<file path="src/include/pciu_cfg.svh">
`ifndef PCIU_CFG_SVH
`define PCIU_CFG_SVH

// ****************************************
// register byte offsets on the apb
// ****************************************
`define PCIU_ADDR_W        12
`define PCIU_OFF_ENABLE    12'h000
`define PCIU_OFF_FLAGS     12'h004
`define PCIU_OFF_MASK_LOW  12'h008
`define PCIU_OFF_MASK_MID  12'h00c
`define PCIU_OFF_MASK_HIGH 12'h010
`define PCIU_OFF_PIN_LEVEL 12'h014

// ****************************************
// field widths and positions
// ****************************************
`define PCIU_GROUPS        3
`define PCIU_LOW_PINS      8
`define PCIU_MID_PINS      3
`define PCIU_HIGH_PINS     8
`define PCIU_BIT_GROUP0    0
`define PCIU_BIT_GROUP1    1
`define PCIU_BIT_GROUP2    2

// ****************************************
// reset values
// ****************************************
`define PCIU_RST_ENABLE    3'h0
`define PCIU_RST_FLAGS     3'h0
`define PCIU_RST_MASK_LOW  8'h00
`define PCIU_RST_MASK_MID  3'h0
`define PCIU_RST_MASK_HIGH 8'h00

// ****************************************
// timing counts
// ****************************************
// edges after reset before change detection is trusted
`define PCIU_PRIME_CYCLES  2'h3

`endif

</file>
<file path="src/include/pciu_pkg.sv">
package pciu_pkg;

  typedef logic [7:0]  pciu_byte_t;
  typedef logic [31:0] pciu_word_t;
  typedef logic [2:0]  pciu_grp_t;

  // vector index of the three groups, group 0 first
  typedef enum logic [1:0] {
    PCIU_VEC_GROUP0,
    PCIU_VEC_GROUP1,
    PCIU_VEC_GROUP2,
    PCIU_VEC_NONE
  } pciu_vec_t;

endpackage : pciu_pkg

</file>
<file path="src/verilog/pciu_top.sv">
// Chosen here: register access over APB and the register addresses.
`timescale 1ns/1ps
`include "pciu_cfg.svh"

// Overview of operation
// [RL1] group 2 requests on unmasked pin 23..16 change
// [RL2] group 1 requests on unmasked pin 10..8 change
// [RL3] group 0 requests on unmasked pin 7..0 change
// [RL4] each group has its own vector
// [RL5] group 2 change sets flag bit 2
// [RL6] group 1 change sets flag bit 1
// [RL7] group 0 change sets flag bit 0
// [RL8] branch needs flag, group enable, global flag
// [RL9] vector service clears that group's flag
// [RL10] flags cleared by writing one
// [RL11] mask low enables pins 7..0
// [RL12] mask mid bits 2..0 enable pins 10..8
// [RL13] mask high enables pins 23..16
// [RL14] cleared mask bit blocks that pin
// [RL15] unused upper bits read zero
// [RL16] change detection independent of io clock; here the pins are sampled on clk
// [RL17] pins driven as outputs still fire
// [RL18] change is any level difference
// [RL19] hardware set beats software clear

module pciu_top
  import pciu_pkg::*;
(
  // clock and reset
  input  wire logic                       clk,
  input  wire logic                       rst,
  // apb slave
  input  wire logic                       psel,
  input  wire logic                       penable,
  input  wire logic                       pwrite,
  input  wire logic [`PCIU_ADDR_W-1:0]    paddr,
  input  wire logic [31:0]                pwdata,
  input  wire logic [3:0]                 pstrb,
  output logic      [31:0]                prdata,
  output logic                            pready,
  output logic                            pslverr,
  // pad levels, seen whatever the pin direction
  input  wire logic [`PCIU_LOW_PINS-1:0]  pin_low,
  input  wire logic [`PCIU_MID_PINS-1:0]  pin_mid,
  input  wire logic [`PCIU_HIGH_PINS-1:0] pin_high,
  // cpu side
  input  wire logic                       global_int_enable,
  input  wire logic                       vector_ack,
  input  wire logic [1:0]                 vector_ack_index,
  output logic                            irq_request,
  output logic      [1:0]                 irq_vector
);

  // ****************************************
  // pin sampling and change detection
  // ****************************************
  logic [`PCIU_LOW_PINS-1:0]  lvl_low;
  logic [`PCIU_MID_PINS-1:0]  lvl_mid;
  logic [`PCIU_HIGH_PINS-1:0] lvl_high;
  logic [`PCIU_LOW_PINS-1:0]  chg_low;
  logic [`PCIU_MID_PINS-1:0]  chg_mid;
  logic [`PCIU_HIGH_PINS-1:0] chg_high;

  // pads are read directly, so a pin the cpu drives still toggles
  // its own detector
  pciu_sync #(.WIDTH(`PCIU_LOW_PINS)) u_sync_low ( // [RL17]
    .clk       (clk),
    .rst       (rst),
    .pin_async (pin_low),
    .level     (lvl_low),
    .change    (chg_low)
  );

  pciu_sync #(.WIDTH(`PCIU_MID_PINS)) u_sync_mid (
    .clk       (clk),
    .rst       (rst),
    .pin_async (pin_mid),
    .level     (lvl_mid),
    .change    (chg_mid)
  );

  pciu_sync #(.WIDTH(`PCIU_HIGH_PINS)) u_sync_high (
    .clk       (clk),
    .rst       (rst),
    .pin_async (pin_high),
    .level     (lvl_high),
    .change    (chg_high)
  );

  // ****************************************
  // register state
  // ****************************************
  // narrow registers store only their live bits; the rest read zero
  pciu_grp_t                  enable_reg;
  pciu_grp_t                  enable_next;
  pciu_grp_t                  flags_reg;
  pciu_grp_t                  flags_next;
  logic [`PCIU_LOW_PINS-1:0]  mask_low_reg;
  logic [`PCIU_LOW_PINS-1:0]  mask_low_next;
  logic [`PCIU_MID_PINS-1:0]  mask_mid_reg;
  logic [`PCIU_MID_PINS-1:0]  mask_mid_next;
  logic [`PCIU_HIGH_PINS-1:0] mask_high_reg;
  logic [`PCIU_HIGH_PINS-1:0] mask_high_next;

  // ****************************************
  // apb decode
  // ****************************************
  logic       pready_reg;
  logic       pready_next;
  logic       pslverr_reg;
  logic       pslverr_next;
  pciu_word_t prdata_reg;
  pciu_word_t prdata_next;
  logic       wr_done;
  logic       lane0;

  // one list of mapped words, shared by the error reply
  function automatic logic addr_mapped(
    input logic [`PCIU_ADDR_W-1:0] a
  );
    case (a)
      `PCIU_OFF_ENABLE,
      `PCIU_OFF_FLAGS,
      `PCIU_OFF_MASK_LOW,
      `PCIU_OFF_MASK_MID,
      `PCIU_OFF_MASK_HIGH,
      `PCIU_OFF_PIN_LEVEL: addr_mapped = 1'b1;
      default:             addr_mapped = 1'b0;
    endcase
  endfunction : addr_mapped

  // one wait state so that read data leaves a flip-flop; a write
  // lands only on the edge that also completes the access, so a
  // slow master can never write the same word twice
  assign wr_done = psel && penable && pwrite && pready_reg;
  // every writable register fits in the lowest byte lane, so only that
  // strobe matters; the other lanes are ignored without an error
  assign lane0   = pstrb[0];

  always_comb begin
    pready_next  = psel && penable && !pready_reg;
    pslverr_next = 1'b0;
    prdata_next  = '0;
    if (pready_next) begin
      // unmapped word: error reply, write dropped, read data zero
      pslverr_next = !addr_mapped(paddr);
      if (!pwrite) begin
        // narrow registers padded so upper bits read zero
        case (paddr)
          `PCIU_OFF_ENABLE:    prdata_next = {29'h0, enable_reg}; // [RL15]
          `PCIU_OFF_FLAGS:     prdata_next = {29'h0, flags_reg}; // [RL15]
          `PCIU_OFF_MASK_LOW:  prdata_next = {24'h0, mask_low_reg};
          `PCIU_OFF_MASK_MID:  prdata_next = {29'h0, mask_mid_reg}; // [RL15]
          `PCIU_OFF_MASK_HIGH: prdata_next = {24'h0, mask_high_reg};
          // live pad levels, for software that polls instead of
          // taking the interrupt
          `PCIU_OFF_PIN_LEVEL: prdata_next = {13'h0, lvl_high, lvl_mid,
                                              lvl_low};
          default:             prdata_next = '0;
        endcase
      end
    end
  end

  always_ff @(posedge clk) begin
    if (rst) begin
      pready_reg  <= 1'b0;
      pslverr_reg <= 1'b0;
      prdata_reg  <= '0;
    end else begin
      pready_reg  <= pready_next;
      pslverr_reg <= pslverr_next;
      prdata_reg  <= prdata_next;
    end
  end

  assign pready  = pready_reg;
  assign pslverr = pslverr_reg;
  assign prdata  = prdata_reg;

  // ****************************************
  // control and mask registers
  // ****************************************
  always_comb begin
    enable_next    = enable_reg;
    mask_low_next  = mask_low_reg;
    mask_mid_next  = mask_mid_reg;
    mask_high_next = mask_high_reg;
    if (wr_done && lane0) begin
      case (paddr)
        `PCIU_OFF_ENABLE:    enable_next    = pwdata[2:0];
        `PCIU_OFF_MASK_LOW:  mask_low_next  = pwdata[7:0]; // [RL11]
        `PCIU_OFF_MASK_MID:  mask_mid_next  = pwdata[2:0]; // [RL12]
        `PCIU_OFF_MASK_HIGH: mask_high_next = pwdata[7:0]; // [RL13]
        // flags are cleared below; the level readback ignores writes
        default:             enable_next    = enable_reg;
      endcase
    end
  end

  // ****************************************
  // group events and flags
  // ****************************************
  pciu_grp_t grp_event;
  pciu_grp_t clr_sw;
  pciu_grp_t clr_ack;

  // a pin counts only with its own mask bit and its group enable
  always_comb begin
    grp_event[`PCIU_BIT_GROUP0] = enable_reg[`PCIU_BIT_GROUP0] &&
                                  |(chg_low & mask_low_reg); // [RL3] [RL11] [RL14]
    grp_event[`PCIU_BIT_GROUP1] = enable_reg[`PCIU_BIT_GROUP1] &&
                                  |(chg_mid & mask_mid_reg); // [RL2] [RL12] [RL14]
    grp_event[`PCIU_BIT_GROUP2] = enable_reg[`PCIU_BIT_GROUP2] &&
                                  |(chg_high & mask_high_reg); // [RL1] [RL13] [RL14]
  end

  always_comb begin
    clr_sw  = '0;
    clr_ack = '0;
    if (wr_done && lane0 && paddr == `PCIU_OFF_FLAGS) begin
      clr_sw = pwdata[2:0]; // [RL10]
    end
    // index 3 names no group; dropping it keeps a stray acknowledge
    // from clearing a flag that was never taken
    if (vector_ack && vector_ack_index < 2'h3) begin
      clr_ack[vector_ack_index] = 1'b1; // [RL9]
    end
  end

  // a flag set while the global flag is low stays pending, so the
  // request follows as soon as the cpu lets interrupts through
  genvar g;
  generate
    for (g = 0; g < `PCIU_GROUPS; g++) begin : g_flag
      // set term last so a same-cycle event survives the clear
      always_comb begin
        flags_next[g] = (flags_reg[g] && !clr_sw[g] && !clr_ack[g]) ||
                        grp_event[g]; // [RL5] [RL6] [RL7] [RL19]
      end
    end
  endgenerate

  always_ff @(posedge clk) begin
    if (rst) begin
      enable_reg    <= `PCIU_RST_ENABLE;
      flags_reg     <= `PCIU_RST_FLAGS;
      mask_low_reg  <= `PCIU_RST_MASK_LOW;
      mask_mid_reg  <= `PCIU_RST_MASK_MID;
      mask_high_reg <= `PCIU_RST_MASK_HIGH;
    end else begin
      enable_reg    <= enable_next;
      flags_reg     <= flags_next;
      mask_low_reg  <= mask_low_next;
      mask_mid_reg  <= mask_mid_next;
      mask_high_reg <= mask_high_next;
    end
  end

  // ****************************************
  // vector request to the cpu
  // ****************************************
  pciu_grp_t pending_next;
  logic      arb_valid;
  pciu_vec_t arb_vector;
  logic      irq_request_reg;
  logic      irq_request_next;
  logic [1:0] irq_vector_reg;
  logic [1:0] irq_vector_next;

  // computed from next state so the request drops with the flag;
  // a registered flag would hold the request one cycle past the
  // acknowledge, and the cpu could enter the same vector twice
  assign pending_next = flags_next & enable_next; // [RL8]

  // fixed priority: one vector at a time, the others keep waiting
  pciu_arb u_arb (
    .pending (pending_next),
    .valid   (arb_valid),
    .vector  (arb_vector)
  );

  // registered so the cpu sees request and vector change together
  always_comb begin
    irq_request_next = arb_valid && global_int_enable; // [RL8]
    irq_vector_next  = irq_request_next ? arb_vector : 2'h0; // [RL4]
  end

  always_ff @(posedge clk) begin
    if (rst) begin
      irq_request_reg <= 1'b0;
      irq_vector_reg  <= 2'h0;
    end else begin
      irq_request_reg <= irq_request_next;
      irq_vector_reg  <= irq_vector_next;
    end
  end

  // pins are sampled on clk; a sleeping system needs its own wake
  // path from the raw pads, outside this block
  assign irq_request = irq_request_reg; // [RL16]
  assign irq_vector  = irq_vector_reg;

endmodule : pciu_top

</file>
<file path="src/verilog/pciu_sync.sv">
`timescale 1ns/1ps
`include "pciu_cfg.svh"

module pciu_sync
  import pciu_pkg::*;
#(
  parameter int WIDTH = 8
) (
  // clock and reset
  input  wire logic             clk,
  input  wire logic             rst,
  // raw pins
  input  wire logic [WIDTH-1:0] pin_async,
  // synchronised level and change pulses
  output logic      [WIDTH-1:0] level,
  output logic      [WIDTH-1:0] change
);

  // ****************************************
  // two-stage synchroniser plus history
  // ****************************************
  logic [WIDTH-1:0] meta_reg;
  logic [WIDTH-1:0] sync_reg;
  logic [WIDTH-1:0] prev_reg;
  logic [1:0]       prime_reg;
  logic [1:0]       prime_next;

  always_comb begin
    prime_next = prime_reg;
    if (prime_reg != `PCIU_PRIME_CYCLES) begin
      prime_next = prime_reg + 2'h1;
    end
  end

  always_ff @(posedge clk) begin
    if (rst) begin
      meta_reg  <= '0;
      sync_reg  <= '0;
      prev_reg  <= '0;
      prime_reg <= 2'h0;
    end else begin
      meta_reg  <= pin_async;
      sync_reg  <= meta_reg;
      prev_reg  <= sync_reg;
      prime_reg <= prime_next;
    end
  end

  // either direction counts; held off until history is filled so a
  // strapped-high pin does not look like a change after reset
  assign level  = sync_reg;
  assign change = (prime_reg == `PCIU_PRIME_CYCLES) ?
                  (sync_reg ^ prev_reg) : '0; // [RL18]

endmodule : pciu_sync

</file>
<file path="src/verilog/pciu_arb.sv">
`timescale 1ns/1ps
`include "pciu_cfg.svh"

module pciu_arb
  import pciu_pkg::*;
(
  // pending groups, flag and enable both set
  input  wire logic      [`PCIU_GROUPS-1:0] pending,
  // chosen vector
  output logic                              valid,
  output pciu_vec_t                         vector
);

  // ****************************************
  // fixed priority, lowest group first
  // ****************************************
  always_comb begin
    valid  = |pending;
    vector = PCIU_VEC_NONE;
    if (pending[`PCIU_BIT_GROUP0]) begin
      vector = PCIU_VEC_GROUP0;
    end else if (pending[`PCIU_BIT_GROUP1]) begin
      vector = PCIU_VEC_GROUP1;
    end else if (pending[`PCIU_BIT_GROUP2]) begin
      vector = PCIU_VEC_GROUP2;
    end
  end

endmodule : pciu_arb

</file>
<file path="config.mk">
export PLATFORM = sky130hd
export DESIGN_NAME = pciu_top
export DESIGN_NICKNAME = d
export VERILOG_FILES = /design/src/include/pciu_pkg.sv /design/src/verilog/pciu_top.sv /design/src/verilog/pciu_sync.sv /design/src/verilog/pciu_arb.sv
export VERILOG_INCLUDE_DIRS = /design/src /design/src/include
export SDC_FILE = /design/constraint.sdc
export NUM_CORES = 1
export LEC_CHECK = 0
export BUFFER_PORTS_ARGS = -buffer_cell sky130_fd_sc_hd__buf_2
export CORE_MARGIN = 1
export CORE_UTILIZATION = 47
export CTS_CLUSTER_SIZE = 20
export DETAILED_ROUTE_END_ITERATION = 16
export GPL_ROUTABILITY_DRIVEN = 1
export HOLD_SLACK_MARGIN = 0.06
export PLACE_DENSITY = 0.75
export SLEW_MARGIN = 20
export SYNTH_ARGS = -nofsm -noshare
export SYNTH_HDL_FRONTEND = slang
export SYNTH_SLANG_ARGS = --single-unit
</file>
<file path="constraint.sdc">
create_clock -name clk -period 1.55 [get_ports clk]
set_input_delay 0.0775 -clock clk [delete_from_list [all_inputs] [get_ports clk]]
set_output_delay 0.0775 -clock clk [all_outputs]
set_load 0.01 [all_outputs]
</file>
==> summary.md, run 1 <==
| Metric | Value |
|---|---|
| Fill cells | 727 |
| Switching share of power | 23.5% |
| Crit start category | flop |
| Top delay family on crit path | compound AO/OA/AOI/OAI gates |
| Final Hold Vio Count | 0 |
| Area leader, netlist | dfxtp_1 |
| Final setup violation count | 15 |
| Via count of the first global-routing pass | 3,107 |
| Worst Slack Setup Final | -197 ps |
| Flop pwr share | 55.6% |
| Post-synthesis sequential area ratio | 53.3% |
| All-Layer GR Usage | 20.9% |
| Arr. time, crit path | 2020 ps |
| MaxCap Viol Count | 0 |
| Mapped Cells | 393 |
| Drt drc | 0 |
| NetSw | 1.28 mW |
| R2r endpoint | irq_request |
| Setup slack, reg-to-reg | -200 ps |
| Dpl ws | -257 ps |
| Failing checks | negative setup slack |
| Most used DFF post-synth | dfxtp_1 |
| CP required | 1820 ps |
| RSZ-0062 raised after global routing | true |
| Post-synthesis average cell area | 10.7 µm² |
| Largest net degree at the start of global routing | 90 |
| Area grow syn2layout | 29.8% |
| CTS Buffer Depth | 2 |
| Number of diodes | 0 |
| Length of the first detailed-routing pass in iterations | 4 |
| Area after DPL | 4820 µm² |
| Final Cycle Share | 113% |
| EDFF count, synth | 0 |
| CP Capture Type | flop |
| Clock root cell | clkbuf_8 |
| Worst r2r src | pready |
| Skew final | 6.37 ps |
| Final wirelength | 9060 µm |
| Worst path bufs/invs | 1 |
| Layout cells sized above 1 | 28.3% |
| Worst r2r path cells | 6 |
| Most frequent cell after synthesis | dfxtp_1 |
| CTS clk-pin slew, worst paths | 100 ps |
| CP peak stage delay | 370 ps |
| Die width | 96.6 µm |
| Placer congestion estimate | 0.859 |
| TritonCTS clock tree | built |
| Crit Path Category | flop to flop |
| Die height | 96.6 µm |
| Status | finished, violations left |
| Asr flop ratio synth | 0% |
| Later-pin clock latency in the skew report | 370 ps |
| Worst min-delay path class | primary input to flop |
| Vias per inst | 5.02 |
| H-Tree Depth | 3 |
| Num CTS Buffers | 9 |
| Hold Path Depth | 3 |
| Number of antenna violations at the first check in global routing | 0 |
| IR drop worst, VDD | 0.000678 V |
| Hold endpoint | pready |
| Max FFs per register | 19 |
| Internal | 4.16 mW |
| WL/cell | 14.4 µm |
| Die Area | 9330 µm² |
| CP Max Fanout | 4 |
| I/O pins | 113 |
| Starting Density | 48.5% |
| CP cell instances | nand4_4 > buf_6 > nor3b_4 > a41o_1 > a22oi_2 > o311a_1 |
| Dpl hpwl | 6150 µm |
| Synth top area cells | dfxtp_1 (53%), nor2b_1 (8.5%), mux2i_1 (5.5%) |
| F_max | 0.572 GHz |
| Yosys warnings | 0 |
| Distinct cells, synth | 50 |
| FF+latch count, synth | 112 |
| Final Instance Area | 5460 µm² |
| Yosys top cell area share | 53.3% |
| Total clock sinks | 112 |
| Core area | 8680 µm² |
| Port bufs | 72 |
| Hold path start | rst |
| First-pass GRT wire length | 14,600 µm |
| P_leak | 2.35 nW |
| Vias | 3,167 |
| CP max stage cell | dfxtp_4 |
| Logic pwr share | 8.3% |
| # rows | 34 |
| Synth top cells by count | dfxtp_1 (112), nor2b_1 (57), nor2_1 (36), mux2i_1 (23), xor2_1 (22) |
| Final nets | 597 |
| Pwr Density | 995 nW/µm² |
| Final Critical Period | 1750 ps |
| Post-Syn Area | 4210 µm² |
| Clock share of power | 36.1% |
| DRT iter0 DRCs | 165 |
| Grt ovf | 0 |
| Final hold slack | 113 ps |
| Total power | 5.43 mW |
| Post-DRT Antenna Nets | 0 |
| Final slew viol count | 0 |
-- power by group through the flow --
stage / clock (mW) / combinational, mW / sequential, mW
4_1_cts: 2.01 / 0.443 / 3.02
5_1_grt: 2.15 / 0.499 / 3.04
3_5_place_dp: 0 / 0.378 / 3.09
3_3_place_gp: 0 / 0.364 / 3.08
2_1_floorplan: 0 / 0.247 / 3.08
6_report: 1.96 / 0.451 / 3.02
-- worst max-delay path by stage --
stage	start	endpoint	slack, ps	cells past startpoint
after global placement	pready	irq_request	-180	5
final	pready	irq_request	-200	6
after CTS	pready	mask_low_reg[0]	-220	6
after global routing	pready	irq_request	-260	6
after detailed placement	pready	irq_request	-260	5
after floorplan	pready	mask_low_reg[0]	-100	6
-- cell type report --
cell class / count / area, µm² / share of cell area (%)
timing repair buffer: 134 / 945 / 17.3
sequential: 112 / 2250 / 41.1
multi-input combinational: 258 / 1890 / 34.6
inverter: 3 / 11.3 / 0.206
clock buffer: 9 / 124 / 2.27
clock inverter: 7 / 110 / 2.02
tap: 108 / 135 / 2.48
-- layout by cell type, fill, tap and decap left out, types with 2 or more instances in the layout --
cell,count
a41oi_1,2
conb_1,13
mux2i_1,23
inv_8,3
clkbuf_8,9
mux4_2,2
nor2b_1,57
nor3_2,3
buf_4,28
o21ai_2,2
and3_1,2
inv_1,3
nor2_1,36
a2111oi_0,4
and2_1,14
o21ai_0,2
buf_12,3
nand3_1,2
a41o_1,2
a22oi_1,15
dlygate4sd3_1,28
nand4_1,5
a21oi_1,7
xor2_1,22
buf_2,72
buf_6,3
nand2_1,12
dfxtp_1,111
bufinv_16,2
ha_1,3
nand2b_1,4
-- worst register-to-register path, stage by stage (launching register included) --
cell and delay [ps]:
dfxtp_4 370, nand4_4 70, buf_6 130, nor3b_4 320, a41o_1 280, a22oi_2 130, o311a_1 350
-- repair_timing --
action,CTS,global route
gates resized for setup,10,8
pin swaps,8,8
hold endpoints to repair,40,0
hold buffers,28,0
endpoints found under the setup margin,30,31
buffers inserted,5,1
-- layer usage --
layer / GRT usage (%) / part of all wire, %
met4: 10.2 / 2.7
met5: 0 / 0
met3: 4.46 / 5.7
met2: 34.7 / 48
met1: 25.5 / 44
-- per-stage QoR --
stage / TNS [ps] / std cells / utilization [%]
floorplan: -906 / 405 / -
global placement: -3230 / 581 / 55.5
detailed placement: -4970 / 581 / 55.5
CTS: -2350 / 630 / 62.4
global route: -3020 / 631 / 62.9
finish: -1660 / 631 / 62.9
-- logic make-up (layout without fill, tap and decap cells) --
logic type	count (synthesis)	after routing	share of synthesized area, %
other	1	13	0.0892
and+or+nand+nor	148	148	20.6
muxes	26	26	6.81
adders and majority gates	3	3	0.893
buffers and inverters	35	153	4.82
DFF	112	112	53.3
AOI/OAI and AO/OA	46	46	8.93
xor gates and xnor gates	22	22	4.58
(Power assumes the default switching activity.)
==> run 2, diff against run 1 <==
- CORE_UTILIZATION: 47 -> 56
- CTS_CLUSTER_SIZE: 20 -> 16
- PLACE_DENSITY: 0.75 -> 0.84
- clock period: 1.55 -> 2.1 ns (I/O delays scaled with it)
==> run 2 against run 1 <==
Critical path depth stayed put. Sequential share of layout area up 2.8 points. The run now ends clean. Highest routed layer unchanged. Cell area shrank 6.6%. Largest power group unchanged. Worst hold slack worse by 53 ps. Setup slack better by 350 ps. Combinational power down 37%. Cell count down 5.7%. Flip-flop and latch count stayed put. Utilization is 7.4 points higher. Clock skew is 5.2 ps higher.
==> summary.md, run 2 (synthesis gave the netlist of run 1 again) <==
| Metric | Value |
|---|---|
| Status | complete, no violations |
| CTS clk-pin slew, worst paths | 110 ps (about the same) |
| Placer congestion estimate | 0.919 (+6.9%) |
| Layout cells sized above 1 | 22.2% (-6.1 points) |
| CP Capture Type | flop |
| CP required | 2330 ps (+510 ps) |
| Setup slack, reg-to-reg | 150 ps (+350 ps) |
| Slew margin rel. | 43.3% |
| Starting Density | 58.0% (+9.5 points) |
| Final nets | 570 (-4.5%) |
| Final Cycle Share | 92.9% (-20 points) |
| Die Area | 7860 µm² (-16%) |
| Worst min-delay path class | primary input to flop |
| Max FFs per register | 19 (unchanged) |
| TritonCTS clock tree | built |
| Register Area | 2240 µm² (-0.17%) |
| Vias | 3,006 (-5.1%) |
| All-Layer GR Usage | 21.1% (+0.21 points) |
| Area grow syn2layout | 21.3% |
| Clock root cell | clkbuf_8 |
| Worst r2r src | pready |
| Most common cell after layout, fill and taps aside | dfxtp_1 |
| Hold path start | pwdata[0] |
| Post-Route Utilization | 70.3% (+7.4 points) |
| WL/cell | 13.3 µm (-7.2%) |
| Die width | 88.7 µm (-8.2%) |
| Arr. time, crit path | 2180 ps (+160 ps) |
| R2r endpoint | mask_low_reg[5] |
| F_max | 0.513 GHz (-10%) |
| Vias per inst | 5.05 (+0.66%) |
| CP Max Fanout | 6 (+2) |
| Worst slew pin tran | 851 ps |
| Later-pin clock latency in the skew report | 380 ps (about the same) |
| Hold Path Depth | 3 (unchanged) |
| IR drop worst, VDD | 0.000426 V (-37%) |
| Port bufs | 72 (unchanged) |
| Length of the first detailed-routing pass in iterations | 5 (+1) |
| CTS Buffer Depth | 2 (unchanged) |
| Die height | 88.7 µm (-8.2%) |
| Pwr Density | 771 nW/µm² (-22%) |
| DRT iter0 DRCs | 164 (-0.61%) |
| Number of diodes | 0 (unchanged) |
| Crit Path Category | flop to flop |
| I/O pins | 113 (unchanged) |
| Final slew viol count | 0 (unchanged) |
| Crit start category | flop |
| Grt ovf | 0 (unchanged) |
| Setup tns final | 0 ps (+1660 ps) |
| Num CTS Buffers | 9 (unchanged) |
| Dpl hpwl | 5250 µm (-15%) |
| RSZ-0062 raised after global routing | false |
| Total clock sinks | 112 (unchanged) |
| Hold endpoint | mask_mid_reg[0] |
| Commonest cells after routing, fill and taps aside | dfxtp_1 (112), buf_2 (72), nor2b_1 (57) |
| First-pass GRT wire length | 12,300 µm (-15%) |
| Multi-input gate area | 1810 µm² (-4.4%) |
| Number of antenna violations at the first check in global routing | 0 (unchanged) |
| Drt drc | 0 (unchanged) |
| Final Critical Period | 1950 ps (+204 ps) |
| Final Hold Vio Count | 0 (unchanged) |
| MaxCap Viol Count | 0 (unchanged) |
| Skew final | 11.6 ps (+5.23 ps) |
| Post-DRT Antenna Nets | 0 (unchanged) |
| Final wirelength | 7920 µm (-13%) |
| Largest net degree at the start of global routing | 90 (unchanged) |
| # rows | 31 (-8.8%) |
| Final setup violation count | 0 (-15) |
| P_leak | 2.19 nW (-7.1%) |
| Total power | 3.93 mW (-28%) |
| Core area | 7250 µm² (-16%) |
| Via count of the first global-routing pass | 2,731 (-12%) |
| Fill cells | 557 (-23%) |
| Worst r2r path cells | 6 (unchanged) |
| Post-CTS sizing | 0 (-10) |
| H-Tree Depth | 3 (unchanged) |
[run 2: cell types whose count changed in the layout (fill, tap and decap cells not counted), moves of 2 or more]
cell	change
buf_12	-3
inv_6	+2
nor3_2	-2
buf_6	-3
inv_8	-2
buf_4	-21
nor3_1	+3
[run 2: area by class of cell]
cell class | count | share of cell area [%]
clock buffer | 9 | 2.43
sequential | 112 | 44.0
multi-input combinational | 258 | 35.4
tap | 99 | 2.43
inverter | 3 | 0.221
clock inverter | 7 | 1.99
timing repair buffer | 107 | 13.6
[run 2: per-layer routing]
| metal | track usage, % | vias to the layer above | part of all wire (%) |
|---|---|---|---|
| li1 | - | 1499 | - |
| met1 | 26.6 | 1373 | 46 |
| met2 | 33.3 | 113 | 45 |
| met3 | 5.78 | 21 | 6.1 |
| met4 | 10.6 | 0 | 3.2 |
| met5 | 0 | - | 0 |
[run 2: timing repair]
action                                  in CTS  in global routing
endpoints found under the setup margin       0                  0
setup buffers                                0                  0
endpoints found under the hold margin       34                  0
hold buffers                                28                  0
[run 2: critical path, cell delays in order, from the launching register on]
cell and delay [ps]:
dfxtp_1 370, nand4_2 170, or3b_4 460, nor4b_2 280, buf_4 240, mux2i_1 230, nor2_1 60
[run 2: through the flow]
step	worst slack, ps	hold slack (ps)	area, µm²	std cells
6_report	149	59.7	5100	595
5_1_grt	43.3	77.9	5100	595
3_5_place_dp	208	317	4600	551
3_3_place_gp	260	314	4600	551
2_1_floorplan	320	233	4250	405
4_1_cts	149	60.6	5100	595
[run 2: report_power, final]
group / switching, mW / internal [mW]
clock network: 0.733 / 0.687
registers: 0.0368 / 2.19
logic: 0.138 / 0.147
[run 2: how the worst max path moves through the flow]
stage | start | end | slack [ps] | cells past startpoint
after floorplan | pready | irq_request | 320 | 5
after global placement | pready | mask_low_reg[1] | 260 | 6
after detailed placement | pready | mask_low_reg[7] | 210 | 6
after CTS | pready | mask_low_reg[5] | 150 | 6
after global routing | pready | mask_low_reg[5] | 40 | 6
final | pready | mask_low_reg[5] | 150 | 6
==> run 3, diff against run 2 <==
- CORE_UTILIZATION: 56 -> 52
- PLACE_DENSITY: 0.84 -> 0.79
- clock period: 2.1 -> 2.2 ns (I/O delays scaled with it)
==> run 3 against run 2 <==
Routed wire length up 0.37%. Combinational power shrank 4%. Register-to-register slack improved by 180 ps. Cell area decreased by 1.3%. Flip-flop and latch count stayed put. Non-clock buffer count shrank 3. Worst hold slack gained 36 ps. Sequential power is 4% lower. Count of clock-buffer cells in the layout increased by 2. Via count is 2.0% lower. Power shrank 11%.
==> summary.md, run 3 (synthesis gave the netlist of run 1 again) <==
| Metric | Value |
|---|---|
| Fill cells | 631 (+13%) |
| Skew final | 9.05 ps (-2.54 ps) |
| Later-pin clock latency in the skew report | 360 ps (-20 ps) |
| Post-DRT Antenna Nets | 0 (unchanged) |
| Post-Route Utilization | 64.8% (-5.5 points) |
| CP required | 2410 ps (+80 ps) |
| Crit path to | mask_low_reg[2] |
| Worst r2r path cells | 6 (unchanged) |
| Top delay family on crit path | simple AND/OR/NAND/NOR gates |
| Die height | 91.9 µm (+3.7%) |
| Area grow syn2layout | 19.8% |
| Final Hold Vio Count | 0 (unchanged) |
| Via count of the first global-routing pass | 2,746 (+0.55%) |
| Pwr Density | 697 nW/µm² (-9.7%) |
| Clock root cell | clkbuf_8 |
| Final slew viol count | 0 (unchanged) |
| Setup slack, reg-to-reg | 330 ps (+180 ps) |
| Layout cells sized above 1 | 21.7% (-0.47 points) |
| H-Tree Depth | 3 (unchanged) |
| I/O pins | 113 (unchanged) |
| Largest net degree at the start of global routing | 90 (unchanged) |
| Area after DPL | 4580 µm² (-0.25%) |
| Commonest cells after routing, fill and taps aside | dfxtp_1 (112), buf_2 (72), nor2b_1 (57) |
| Grt ovf | 0 (unchanged) |
| R2r endpoint | mask_low_reg[2] |
| Die width | 91.9 µm (+3.7%) |
| Worst min-delay path class | primary input to flop |
| Vias per inst | 4.95 (-2.0%) |
| Crit start category | flop |
| Length of the first detailed-routing pass in iterations | 4 (-1) |
| Most common cell after layout, fill and taps aside | dfxtp_1 |
| Final nets | 567 (-0.53%) |
| Die Area | 8450 µm² (+7.5%) |
| TritonCTS clock tree | built |
| Worst slew pin tran | 857 ps (+6.02 ps) |
| Placer congestion estimate | 0.837 (-8.9%) |
| Total clock sinks | 112 (unchanged) |
| All-Layer GR Usage | 19.8% (-1.3 points) |
| Arr. time, crit path | 2080 ps (-100 ps) |
| Final hold slack | 95.9 ps (+36.2 ps) |
| CTS Buffer Depth | 2 (unchanged) |
| Number of antenna violations at the first check in global routing | 0 (unchanged) |
| Num CTS Buffers | 9 (unchanged) |
| Final setup violation count | 0 (unchanged) |
| CP Max Fanout | 8 (+2) |
| Multi-input gate area | 1810 µm² (unchanged) |
| RSZ-0062 raised after global routing | false |
| Setup crit start | pready |
| CTS clk-pin slew, worst paths | 100 ps (about the same) |
| CP Depth | 6 (unchanged) |
| Crit Path Category | flop to flop |
| CP peak stage delay | 460 ps (about the same) |
| Starting Density | 54.1% (-3.8 points) |
| Vias | 2,947 (-2.0%) |
| CP Capture Type | flop |
| First-pass GRT wire length | 13,000 µm (+5.4%) |
| Final wirelength | 7950 µm (+0.37%) |
| # rows | 32 (+3.2%) |
| Status | complete, no violations |
| CP cell instances | nand4_2 > or3b_4 > nor4b_2 > buf_4 > mux2i_1 > nor2_1 |
| Core area | 7770 µm² (+7.1%) |
| Setup tns final | 0 ps (unchanged) |
| MaxCap Viol Count | 0 (unchanged) |
| Final Critical Period | 1870 ps (-80.0 ps) |
| Drt drc | 0 (unchanged) |
| Port bufs | 72 (unchanged) |
| Final Cycle Share | 85.0% (-7.9 points) |
| Dpl hpwl | 5540 µm (+5.6%) |
| IR drop worst, VDD | 0.000510 V (+20%) |
| Worst r2r src | pready |
| Number of diodes | 0 (unchanged) |
| P_leak | 2.15 nW (-1.8%) |
| Worst path bufs/invs | 1 (unchanged) |
| Final Instance Area | 5040 µm² (-1.3%) |
| DRT iter0 DRCs | 111 (-32%) |
| F_max | 0.535 GHz (+4.3%) |
| Max FFs per register | 19 (unchanged) |
| Register Area | 2240 µm² (unchanged) |
| WL/cell | 13.4 µm (+0.37%) |
| Slew margin rel. | 42.9% (-0.40 points) |
| CP max stage cell | or3b_4 |
-- run 3: stage by stage --
stage	setup slack [ps]	cells	total power, mW
after floorplan	420	405	2.34
after global placement	374	552	2.40
after detailed placement	332	552	2.41
after CTS	316	595	3.54
after global routing	231	595	3.66
final	329	595	3.51
-- run 3: final cells by class --
class                           count  area share, %
Clock buffer                       11           2.81
Clock inverter                      5          0.795
Inverter                            3          0.224
Multi-Input combinational cell    258           35.9
Sequential cell                   112           44.5
Tap cell                          102           2.53
Timing Repair Buffer              104           13.3
-- run 3: power by group --
part | internal, mW | total, mW | leakage (nW) | switching, mW
Clock | 0.452 | 1.11 | 0.0875 | 0.655
Combinational | 0.140 | 0.272 | 1.14 | 0.132
Sequential | 2.09 | 2.13 | 0.914 | 0.0347
-- run 3: worst min-delay path by stage --
stage / slack (ps) / depth (start not counted) / to / from
final: 100 / 3 / mask_high_reg[0] / pwdata[0]
after global placement: 320 / 2 / u_sync_high.meta_reg[2] / pin_high[2]
after detailed placement: 320 / 2 / u_sync_high.meta_reg[3] / pin_high[3]
after CTS: 80 / 3 / mask_high_reg[0] / pwdata[0]
after global routing: 100 / 3 / mask_high_reg[0] / pwdata[0]
after floorplan: 240 / 1 / u_sync_high.meta_reg[0] / pin_high[0]
-- run 3: tightest hold or removal path, cell delays in order --
cell     delay, ps
buf_2          150
mux2i_1         90
nor2_1          80
-- run 3: repair_timing --
action | 4_1_cts | 5_1_grt
endpoints found under the hold margin | 33 | 0
gates resized for setup | 0 | 0
setup buffers | 0 | 0
hold buffers | 27 | 0
-- run 3: metal layers --
layer	routed length [µm]	GRT usage (%)	vias to the layer above	part of all wire (%)
met5	0	0	-	0
li1	-	-	1488	-
met3	429	5.06	10	5.4
met1	3630	25.6	1353	46
met4	139	6.90	0	1.7
met2	3750	32.2	96	47
